**src/pkg/svs_consts.vh**
```
// named constants of the supply voltage supervisor
`ifndef SVS_CONSTS_VH
`define SVS_CONSTS_VH

// clock and timing, times in ns
`define SVS_CLK_NS        10
`define SVS_DEG_NS        8000
`define SVS_IO_STG_NS     4000000
`define SVS_RAIL_STG_NS   3000000
`define SVS_CNT_W         20

// monitor channels, deglitched comparator inputs
`define SVS_NCH           15
`define SVS_CH_IO_OV      0
`define SVS_CH_IO_UV      1
`define SVS_CH_BAT_UV     2
`define SVS_CH_FB_OV      3
`define SVS_CH_FB_UV      6
`define SVS_CH_FB_DUV     9
`define SVS_CH_EXT_OV     11
`define SVS_CH_EXT_UV     13

// status and mask bit positions
`define SVS_NSTAT         23
`define SVS_ST_IO_OV      0
`define SVS_ST_IO_UV      1
`define SVS_ST_IO_STG     2
`define SVS_ST_BAT_UV     3
`define SVS_ST_FB_OV      4
`define SVS_ST_FB_UV      7
`define SVS_ST_FB_STG     10
`define SVS_ST_EXT_OV     13
`define SVS_ST_EXT_UV     15
`define SVS_ST_EXT_STG    17
`define SVS_ST_WARN_A     19
`define SVS_ST_WARN_B     20
`define SVS_ST_FLT_A      21
`define SVS_ST_FLT_B      22

// register byte offsets
`define SVS_ADR_STATUS    8'h00
`define SVS_ADR_MASK      8'h04
`define SVS_ADR_CTRL      8'h08
`define SVS_ADR_LIVE      8'h0C

// reset values
`define SVS_MASK_RST      23'h180000
`define SVS_CTRL_RST      2'h0
`define SVS_STAT_RST      23'h000000

`endif

```
**src/logic/svs_mon.v**
```verilog
// one deglitch and short-to-ground timer channel
`timescale 1ns/100ps
`include "svs_consts.vh"

module svs_mon #(
  parameter DEG_CYC = 800,
  parameter STG_CYC = 300000,
  parameter CW      = `SVS_CNT_W
) (
  input  wire          clk,     // system clock
  input  wire          reset,   // async reset, active high
  input  wire          enable,  // channel supervised
  input  wire          level,   // synchronised comparator level
  output reg           qual,    // level held past deglitch time
  output reg           deg_evt, // pulse when deglitch time elapses
  output reg           stg_evt  // pulse when stg time elapses
);

  // limits are worked out as integers, then cut to the counter width
  localparam integer  DEG_M1  = DEG_CYC - 1;
  localparam integer  STG_M1  = STG_CYC - 1;
  localparam [CW-1:0] DEG_LIM = DEG_M1[CW-1:0];
  localparam [CW-1:0] STG_LIM = STG_M1[CW-1:0];
  localparam [CW-1:0] ONE     = 1;

  reg [CW-1:0] deg_cnt_reg;
  reg [CW-1:0] stg_cnt_reg;

  always @(posedge clk or posedge reset) begin
    if (reset) begin
      deg_cnt_reg <= {CW{1'b0}};
      stg_cnt_reg <= {CW{1'b0}};
      qual        <= 1'b0;
      deg_evt     <= 1'b0;
      stg_evt     <= 1'b0;
    end else if (!enable || !level) begin
      deg_cnt_reg <= {CW{1'b0}};
      stg_cnt_reg <= {CW{1'b0}};
      qual        <= 1'b0;
      deg_evt     <= 1'b0;
      stg_evt     <= 1'b0;
    end else begin
      if (deg_cnt_reg != DEG_LIM) begin
        deg_cnt_reg <= deg_cnt_reg + ONE;
      end
      deg_evt <= (deg_cnt_reg == DEG_LIM) && !qual;
      if (deg_cnt_reg == DEG_LIM) begin
        qual <= 1'b1;
      end
      if (stg_cnt_reg != STG_LIM) begin
        stg_cnt_reg <= stg_cnt_reg + ONE;
      end
      stg_evt <= (stg_cnt_reg == STG_LIM - ONE);
    end
  end

endmodule // svs_mon

```
**src/logic/svs_top.v**
```verilog
// supply voltage supervisor with wishbone register slave
//
// The Wishbone slave port and the register offsets are this design's own decisions.
`timescale 1ns/100ps
`include "svs_consts.vh"

// What this block does
// - io supply over or undervoltage event drives the reset output low
// - without a reset event the reset output is released high
// - monitor channel crossings shorter than the deglitch time are ignored, longer ones make events
// - io supply undervoltage past the stg time makes an io stg event
// - io stg event raises hard reset and sets the io stg flag
// - battery input undervoltage sets the readable battery flag
// - three converter feedbacks each have deglitched over and undervoltage events
// - converter and external undervoltage past stg time also make stg event
// - step-down deep undervoltage past the deglitch time makes an stg event
// - enabled rails are monitored, disabled rails are not
// - two external rails use window comparators with the same timing
// - external rail overvoltage or stg event drops that rail enable
// - reference warning raises interrupt and sets warn flag by cause
// - reference fault enters FAULT, shuts down, sets fault flag by cause
module svs_top #(
  parameter IO_STG_CYC   = (`SVS_IO_STG_NS + `SVS_CLK_NS - 1) / `SVS_CLK_NS,
  parameter RAIL_STG_CYC = (`SVS_RAIL_STG_NS + `SVS_CLK_NS - 1) / `SVS_CLK_NS,
  parameter DEG_CYC      = (`SVS_DEG_NS + `SVS_CLK_NS - 1) / `SVS_CLK_NS
) (
  input  wire        clk,           // 100 MHz system clock
  input  wire        reset,         // async reset, active high
  input  wire        wb_cyc_i,      // wishbone cycle
  input  wire        wb_stb_i,      // wishbone strobe
  input  wire        wb_we_i,       // wishbone write enable
  input  wire [7:0]  wb_adr_i,      // wishbone byte address
  input  wire [3:0]  wb_sel_i,      // wishbone byte selects
  input  wire [31:0] wb_dat_i,      // wishbone write data
  output reg  [31:0] wb_dat_o,      // wishbone read data
  output reg         wb_ack_o,      // wishbone acknowledge
  input  wire        io_ov_cmp,     // host_io_supply above ov threshold
  input  wire        io_uv_cmp,     // host_io_supply below uv threshold
  input  wire        bat_uv_cmp,    // battery_supply_input below uv
  input  wire [2:0]  fb_ov_cmp,     // feedback over: first, second, boost
  input  wire [2:0]  fb_uv_cmp,     // feedback under: first, second, boost
  input  wire [1:0]  fb_duv_cmp,    // step-down feedback deep under
  input  wire [1:0]  ext_ov_cmp,    // external rail a/b over
  input  wire [1:0]  ext_uv_cmp,    // external rail a/b under
  input  wire        ref_warn_cmp,  // reference difference above warning
  input  wire        ref_fault_cmp, // reference difference above fault
  input  wire        ref_cause_b,   // root cause: 0 selects a, 1 selects b
  input  wire [2:0]  rail_on,       // converter rails enabled by sequencer
  output reg         reset_out_n,   // reset output, active low
  output reg         hard_reset,    // hard reset request
  output reg         fault_req,     // FAULT state request, held
  output reg         ext_rail_a_en, // external rail a enable
  output reg         ext_rail_b_en, // external rail b enable
  output reg         irq            // interrupt, active high level
);

  localparam NCH = `SVS_NCH;
  localparam NST = `SVS_NSTAT;
  localparam NSY = NCH + 3;

  // byte-lane write mask, used by every writable register
  function [31:0] lane_mask;
    input [3:0] sel;
    begin
      lane_mask = {{8{sel[3]}}, {8{sel[2]}}, {8{sel[1]}}, {8{sel[0]}}};
    end
  endfunction

  // comparator inputs are asynchronous to clk
  wire [NSY-1:0] raw_in;
  reg  [NSY-1:0] sync1_reg;
  reg  [NSY-1:0] sync2_reg;

  assign raw_in = {ref_cause_b, ref_fault_cmp, ref_warn_cmp,
                   ext_uv_cmp, ext_ov_cmp, fb_duv_cmp,
                   fb_uv_cmp, fb_ov_cmp, bat_uv_cmp,
                   io_uv_cmp, io_ov_cmp};

  always @(posedge clk or posedge reset) begin
    if (reset) begin
      sync1_reg <= {NSY{1'b0}};
      sync2_reg <= {NSY{1'b0}};
    end else begin
      sync1_reg <= raw_in;
      sync2_reg <= sync1_reg;
    end
  end

  wire [NCH-1:0] ch_lvl = sync2_reg[NCH-1:0];
  wire           warn_s = sync2_reg[NCH];
  wire           flt_s  = sync2_reg[NCH+1];
  wire           cause_s = sync2_reg[NCH+2];

  reg  [1:0]     ext_en_reg;
  wire [NCH-1:0] ch_en;
  wire [NCH-1:0] ch_qual;
  wire [NCH-1:0] ch_deg;
  wire [NCH-1:0] ch_stg;

  assign ch_en[`SVS_CH_IO_OV]  = 1'b1;
  assign ch_en[`SVS_CH_IO_UV]  = 1'b1;
  assign ch_en[`SVS_CH_BAT_UV] = 1'b1;
  assign ch_en[`SVS_CH_FB_OV+2:`SVS_CH_FB_OV] = rail_on;
  assign ch_en[`SVS_CH_FB_UV+2:`SVS_CH_FB_UV] = rail_on;
  assign ch_en[`SVS_CH_FB_DUV+1:`SVS_CH_FB_DUV] = rail_on[1:0];
  assign ch_en[`SVS_CH_EXT_OV+1:`SVS_CH_EXT_OV] = ext_en_reg;
  assign ch_en[`SVS_CH_EXT_UV+1:`SVS_CH_EXT_UV] = ext_en_reg;

  genvar gi;
  generate
    for (gi = 0; gi < NCH; gi = gi + 1) begin : g_ch
      svs_mon #(
        .DEG_CYC (DEG_CYC),
        .STG_CYC ((gi == `SVS_CH_IO_UV) ? IO_STG_CYC : RAIL_STG_CYC),
        .CW      (`SVS_CNT_W)
      ) u_mon (
        .clk     (clk),
        .reset   (reset),
        .enable  (ch_en[gi]),
        .level   (ch_lvl[gi]),
        .qual    (ch_qual[gi]),
        .deg_evt (ch_deg[gi]),
        .stg_evt (ch_stg[gi])
      );
    end
  endgenerate

  // stg events per rail
  wire [2:0] fb_stg;
  wire [1:0] ext_stg;
  wire [1:0] ext_ov_evt;

  // stg from long uv or deep uv
  assign fb_stg = ch_stg[`SVS_CH_FB_UV+2:`SVS_CH_FB_UV] |
                  {1'b0, ch_deg[`SVS_CH_FB_DUV+1:`SVS_CH_FB_DUV]};
  assign ext_stg    = ch_stg[`SVS_CH_EXT_UV+1:`SVS_CH_EXT_UV];
  assign ext_ov_evt = ch_deg[`SVS_CH_EXT_OV+1:`SVS_CH_EXT_OV];

  // reference check edges
  reg warn_d_reg;
  reg flt_d_reg;
  always @(posedge clk or posedge reset) begin
    if (reset) begin
      warn_d_reg <= 1'b0;
      flt_d_reg  <= 1'b0;
    end else begin
      warn_d_reg <= warn_s;
      flt_d_reg  <= flt_s;
    end
  end
  wire warn_evt = warn_s && !warn_d_reg;
  wire flt_evt  = flt_s && !flt_d_reg;

  // event vector in status layout
  reg [NST-1:0] set_vec;
  always @* begin
    set_vec = {NST{1'b0}};
    set_vec[`SVS_ST_IO_OV]  = ch_deg[`SVS_CH_IO_OV];
    set_vec[`SVS_ST_IO_UV]  = ch_deg[`SVS_CH_IO_UV];
    set_vec[`SVS_ST_IO_STG] = ch_stg[`SVS_CH_IO_UV];
    set_vec[`SVS_ST_BAT_UV] = ch_deg[`SVS_CH_BAT_UV];
    set_vec[`SVS_ST_FB_OV+2:`SVS_ST_FB_OV] =
      ch_deg[`SVS_CH_FB_OV+2:`SVS_CH_FB_OV];
    set_vec[`SVS_ST_FB_UV+2:`SVS_ST_FB_UV] =
      ch_deg[`SVS_CH_FB_UV+2:`SVS_CH_FB_UV];
    set_vec[`SVS_ST_FB_STG+2:`SVS_ST_FB_STG] = fb_stg;
    set_vec[`SVS_ST_EXT_OV+1:`SVS_ST_EXT_OV] = ext_ov_evt;
    set_vec[`SVS_ST_EXT_UV+1:`SVS_ST_EXT_UV] =
      ch_deg[`SVS_CH_EXT_UV+1:`SVS_CH_EXT_UV];
    set_vec[`SVS_ST_EXT_STG+1:`SVS_ST_EXT_STG] = ext_stg;
    set_vec[`SVS_ST_WARN_A] = warn_evt && !cause_s;
    set_vec[`SVS_ST_WARN_B] = warn_evt && cause_s;
    set_vec[`SVS_ST_FLT_A]  = flt_evt && !cause_s;
    set_vec[`SVS_ST_FLT_B]  = flt_evt && cause_s;
  end

  // wishbone decode
  wire        req    = wb_cyc_i && wb_stb_i && !wb_ack_o;
  wire        wr     = req && wb_we_i;
  wire [31:0] wmask  = lane_mask(wb_sel_i);
  wire [31:0] wbits  = wb_dat_i & wmask;
  wire        hit_st = (wb_adr_i == `SVS_ADR_STATUS);
  wire        hit_mk = (wb_adr_i == `SVS_ADR_MASK);
  wire        hit_ct = (wb_adr_i == `SVS_ADR_CTRL);
  wire        hit_lv = (wb_adr_i == `SVS_ADR_LIVE);

  reg  [NST-1:0] status_reg;
  reg  [NST-1:0] mask_reg;
  reg  [1:0]     ctrl_reg;
  reg  [1:0]     trip_reg;
  wire [NST-1:0] clr_vec = (wr && hit_st) ? wbits[NST-1:0] : {NST{1'b0}};
  wire [NST-1:0] status_next = (status_reg & ~clr_vec) | set_vec;
  wire [NST-1:0] mask_next =
    (mask_reg & ~wmask[NST-1:0]) | wbits[NST-1:0];
  wire [1:0]     ctrl_next = (ctrl_reg & ~wmask[1:0]) | wbits[1:0];

  always @(posedge clk or posedge reset) begin
    if (reset) begin
      status_reg <= `SVS_STAT_RST;
      mask_reg   <= `SVS_MASK_RST;
      ctrl_reg   <= `SVS_CTRL_RST;
    end else begin
      status_reg <= status_next;
      if (wr && hit_mk) begin
        mask_reg <= mask_next;
      end
      if (wr && hit_ct) begin
        ctrl_reg <= ctrl_next;
      end
    end
  end

  // trip stays until software withdraws the enable request
  wire [1:0] trip_set = ext_ov_evt | ext_stg;
  wire [1:0] ctrl_now = (wr && hit_ct) ? ctrl_next : ctrl_reg;

  always @(posedge clk or posedge reset) begin
    if (reset) begin
      trip_reg <= 2'h0;
    end else begin
      trip_reg <= (trip_reg & ctrl_now) | trip_set;
    end
  end

  // live view for the live register
  wire [31:0] live_word = {12'h000, fault_req, hard_reset, !reset_out_n,
                           ext_en_reg, ch_qual};

  always @(posedge clk or posedge reset) begin
    if (reset) begin
      wb_ack_o <= 1'b0;
      wb_dat_o <= 32'h00000000;
    end else begin
      wb_ack_o <= req;
      if (req && !wb_we_i) begin
        case (1'b1)
          hit_st:  wb_dat_o <= {{(32-NST){1'b0}}, status_reg};
          hit_mk:  wb_dat_o <= {{(32-NST){1'b0}}, mask_reg};
          hit_ct:  wb_dat_o <= {30'h00000000, ctrl_reg};
          hit_lv:  wb_dat_o <= live_word;
          default: wb_dat_o <= 32'h00000000;
        endcase
      end
    end
  end

  // supervisor actions
  wire io_bad = ch_qual[`SVS_CH_IO_OV] || ch_qual[`SVS_CH_IO_UV];
  reg  io_stg_reg;

  always @(posedge clk or posedge reset) begin
    if (reset) begin
      io_stg_reg <= 1'b0;
    end else if (ch_stg[`SVS_CH_IO_UV]) begin
      io_stg_reg <= 1'b1;
    end else if (!ch_qual[`SVS_CH_IO_UV]) begin
      io_stg_reg <= 1'b0;
    end
  end

  always @(posedge clk or posedge reset) begin
    if (reset) begin
      reset_out_n   <= 1'b0;
      hard_reset    <= 1'b0;
      fault_req     <= 1'b0;
      ext_en_reg    <= 2'h0;
      ext_rail_a_en <= 1'b0;
      ext_rail_b_en <= 1'b0;
      irq           <= 1'b0;
    end else begin
      reset_out_n <= !(io_bad || set_vec[`SVS_ST_IO_OV] ||
                       set_vec[`SVS_ST_IO_UV]);
      hard_reset <= io_stg_reg || ch_stg[`SVS_CH_IO_UV];
      if (flt_evt) begin
        fault_req <= 1'b1;
      end
      // enable drops on trip or fault
      ext_en_reg    <= ctrl_now & ~trip_reg & ~trip_set &
                       {2{!(fault_req || flt_evt)}};
      ext_rail_a_en <= ctrl_now[0] && !trip_reg[0] && !trip_set[0] &&
                       !(fault_req || flt_evt);
      ext_rail_b_en <= ctrl_now[1] && !trip_reg[1] && !trip_set[1] &&
                       !(fault_req || flt_evt);
      irq <= |(status_next & mask_reg);
    end
  end

endmodule // svs_top

```
**config.mk**
```make
export PLATFORM = sky130hd
export DESIGN_NAME = svs_top
export DESIGN_NICKNAME = d
export VERILOG_FILES = /design/src/logic/svs_mon.v /design/src/logic/svs_top.v
export VERILOG_INCLUDE_DIRS = /design/src /design/src/pkg
export SDC_FILE = /design/constraint.sdc
export NUM_CORES = 1
export LEC_CHECK = 0
export ABC_AREA = 1
export BUFFER_PORTS_ARGS = -buffer_cell sky130_fd_sc_hd__buf_2
export CAP_MARGIN = 20
export CELL_PAD_IN_SITES_DETAIL_PLACEMENT = 1
export CELL_PAD_IN_SITES_GLOBAL_PLACEMENT = 1
export CORE_UTILIZATION = 47
export DETAILED_ROUTE_END_ITERATION = 16
export PLACE_DENSITY = 0.79
export SYNTH_ARGS = -nofsm -noshare
export SYNTH_HDL_FRONTEND = slang
export SYNTH_SLANG_ARGS = --single-unit
```
**constraint.sdc**
```tcl
create_clock -name clk -period 26.9 [get_ports clk]
set_input_delay 5.38 -clock clk [delete_from_list [all_inputs] [get_ports clk]]
set_output_delay 5.38 -clock clk [all_outputs]
set_load 0.05 [all_outputs]
```
==> qor.txt <==
Outcome -> finished clean
Via density -> 5.50
Core ar. -> 0.0594 mm^2
Layout cell share with drive strength beyond 1 -> 9.35%
Area growth, synth to finish -> 12.8%
Largest register FFs -> 300
Pins Over Slew Limit -> 0
Reg clk slew, reported paths -> 60 ps
Clock power share -> 49.2%
First-pass GRT wire length -> 128000 um
Post-route design area -> 0.0320 mm^2
Pre-Repair DR Iteration Count -> 4
Setup Fix Bufs, Post-CTS -> 0
Critical path launch point type -> input pin
Yosys top cell by area -> dfrtp_1
Final min period -> 7890 ps
Final setup viols -> 0
Pint -> 1.51 mW
Worst skew pair latency -> 600 ps
Gr ovfl total -> 0
Final hold vios -> 0
Clk_skew -> 19.3 ps
Async SR Flop Fraction -> 100%
Std cell rows -> 89
CP endpoint -> g_ch[1].u_mon.stg_cnt_reg[19]
Sequential fraction of the synthesis area -> 50.7%
Clk sinks -> 575
DP HPWL -> 53200 um
Comb pwr share -> 5.2%
Pwr Density -> 61.5 mW/mm^2
Nets@finish -> 3697
Cts repair resizes -> 0
Port Buf Inserts -> 89
Clk root buf -> clkbuf_16
Final Hold Slack -> 344 ps
Overall Global Routing Usage -> 25.4%
NetSw -> 0.464 mW
Die Y -> 248 um
Initial Util -> 47.9%
Cell Area, Synth -> 0.0284 mm^2
Class of the worst hold path -> reg2reg
Critical path launch point -> reset
Peak supply drop -> 46.2 uV
Max cap viols -> 0
Required @ worst endpoint -> 27660 ps
Die ar. -> 0.0614 mm^2
Tightest Pin Transition -> 1070 ps
Main synth FF type -> dfrtp_1
Period utilisation layout -> 29.3%
Max_slew headroom -> 28.6%
Fin Setup TNS -> 0 ps
Largest net degree at the start of global routing -> 105
CP Capture Type -> async pin
Avg WL per Cell -> 17.1 um
# hold bufs at CTS -> 0
Worst r2r dst -> g_ch[13].u_mon.deg_cnt_reg[0]
Max Fclk -> 127 MHz
Vias in the first global route -> 26.0k
Vias after detailed routing -> 24.3k
GP Congestion -> 0.840
RR Startpoint -> ext_en_reg[0]
Number of fill cells in the layout -> 7097
CTS buffer count -> 68
Synth Warn # -> 0
Placed Instance Area -> 0.0297 mm^2
Mean Syn Cell Area -> 8.16 um^2
Flops & latches, synth -> 575
Clock buffer depth -> 3
RSZ-0062 raised after global routing -> no
R2r setup slk -> 24300 ps
Share of power burned in registers -> 45.6%
Mapped Cells -> 3481
Initial drt markers -> 1088
Most frequent cells in the layout -> nand2_1 (722), dfrtp_1 (573), inv_1 (442)
Post-synth EDFFs -> 0
N_diodes -> 0
Initial antenna violation count -> 1
ANT nets after route -> 0
Yosys cell types -> 54
R2R depth -> 4
TritonCTS clock tree -> done
IO Pins -> 109
Residual DRC -> 0
Leakage Power -> 14.6 nW
Top cells by area, synth -> dfrtp_1 (50%), nand2_1 (9.5%), inv_1 (5.9%), nor2_1 (5.3%), o21ai_0 (4.2%)
Switching part of the total -> 23.6%
Path type of the worst setup path -> in2async
Most common cell after layout, fill and taps aside -> nand2_1
Synth top area share -> 50.5%
Final WL -> 75700 um
H-tree levels -> 3
Arrival time at the worst endpoint -> 8650 ps
Die X -> 248 um
Crit Path Max Fanout -> 104
[worst max-delay path: stages]
cell and delay (ps):
buf_2 130, inv_8 480, buf_4 760, buf_4 890, buf_4 510, buf_16 320
[cell usage after synthesis, types with 4 or more instances]
cell / count
nand2_1: 722
dfrtp_1: 573
inv_1: 443
nor2_1: 404
o21ai_0: 236
a21oi_1: 210
nand3_1: 179
nor3_1: 109
nand4_1: 89
nor4_1: 78
a31oi_1: 58
xor2_1: 41
clkbuf_1: 36
ha_1: 27
nor2_2: 27
mux2_2: 20
or2_2: 20
o22a_1: 18
nand2_2: 16
nor3_2: 15
a211oi_1: 12
nand3b_1: 12
buf_2: 11
buf_4: 11
nand3_2: 11
nor3b_1: 11
o21a_1: 11
nor2_4: 9
a41oi_1: 7
and3_1: 7
o211a_1: 7
and2_1: 6
o31ai_1: 6
nor3_4: 4
xnor2_1: 4
[how the worst min path moves through the flow]
stage	startpoint	end	slack, ps	depth (start not counted)
3_5_place_dp	sync1_reg[2]	sync2_reg[2]	340	0
2_1_floorplan	sync1_reg[0]	sync2_reg[0]	330	0
6_report	sync1_reg[10]	sync2_reg[10]	340	0
3_3_place_gp	sync1_reg[5]	sync2_reg[5]	330	0
5_1_grt	sync1_reg[3]	sync2_reg[3]	360	0
4_1_cts	sync1_reg[14]	sync2_reg[14]	350	0
[final cells by class]
type	instances	area [um^2]	area share, %
sequential	575	14400	44.9
multi-input combinational	2406	12100	37.7
clock buffer	98	2060	6.43
inverter	446	1680	5.25
tap	773	967	3.02
timing repair buffer	103	571	1.78
clock inverter	21	292	0.910
[cell families (layout without fill, tap and decap cells)]
| group | Yosys count | after routing | synth area share, % |
|---|---|---|---|
| simple gates | 1726 | 1726 | 27.7 |
| compound gates | 578 | 578 | 11.3 |
| flops | 575 | 575 | 50.7 |
| buf+inv | 508 | 668 | 6.96 |
| xor+xnor | 45 | 45 | 1.39 |
| fa+ha+maj | 27 | 27 | 1.19 |
| mux | 21 | 21 | 0.828 |
| other cells | 1 | 9 | 0.0132 |
[layer usage]
metal  vias up  GRT usage [%]  part of all wire, %
met1     12100           33.2                   45
met3       103           3.35                  3.1
met4         2           8.23                  2.4
met5         -           1.11                 0.12
met2       293           43.3                   49
li1      11800              -                    -
[through the flow]
step | instances | worst slack (ps) | total power, mW | utilization, %
6_report | 4422 | 19010 | 1.97 | 54.0
4_1_cts | 4421 | 18460 | 1.99 | 53.9
2_1_floorplan | 3489 | 5440 | 0.983 | -
3_3_place_gp | 4302 | 17900 | 1.01 | 50.0
3_5_place_dp | 4302 | 17810 | 1.02 | 50.0
5_1_grt | 4422 | 18450 | 2.04 | 54.0
[power groups by stage]
stage | Clock [mW] | Sequential [mW] | Combinational, mW
after detailed placement | 0 | 0.914 | 0.103
after CTS | 0.991 | 0.899 | 0.104
after global placement | 0 | 0.913 | 0.0992
after floorplan | 0 | 0.933 | 0.0491
final | 0.969 | 0.899 | 0.102
after global routing | 1.02 | 0.901 | 0.113
Note: power is estimated with default switching activity, not from simulation.
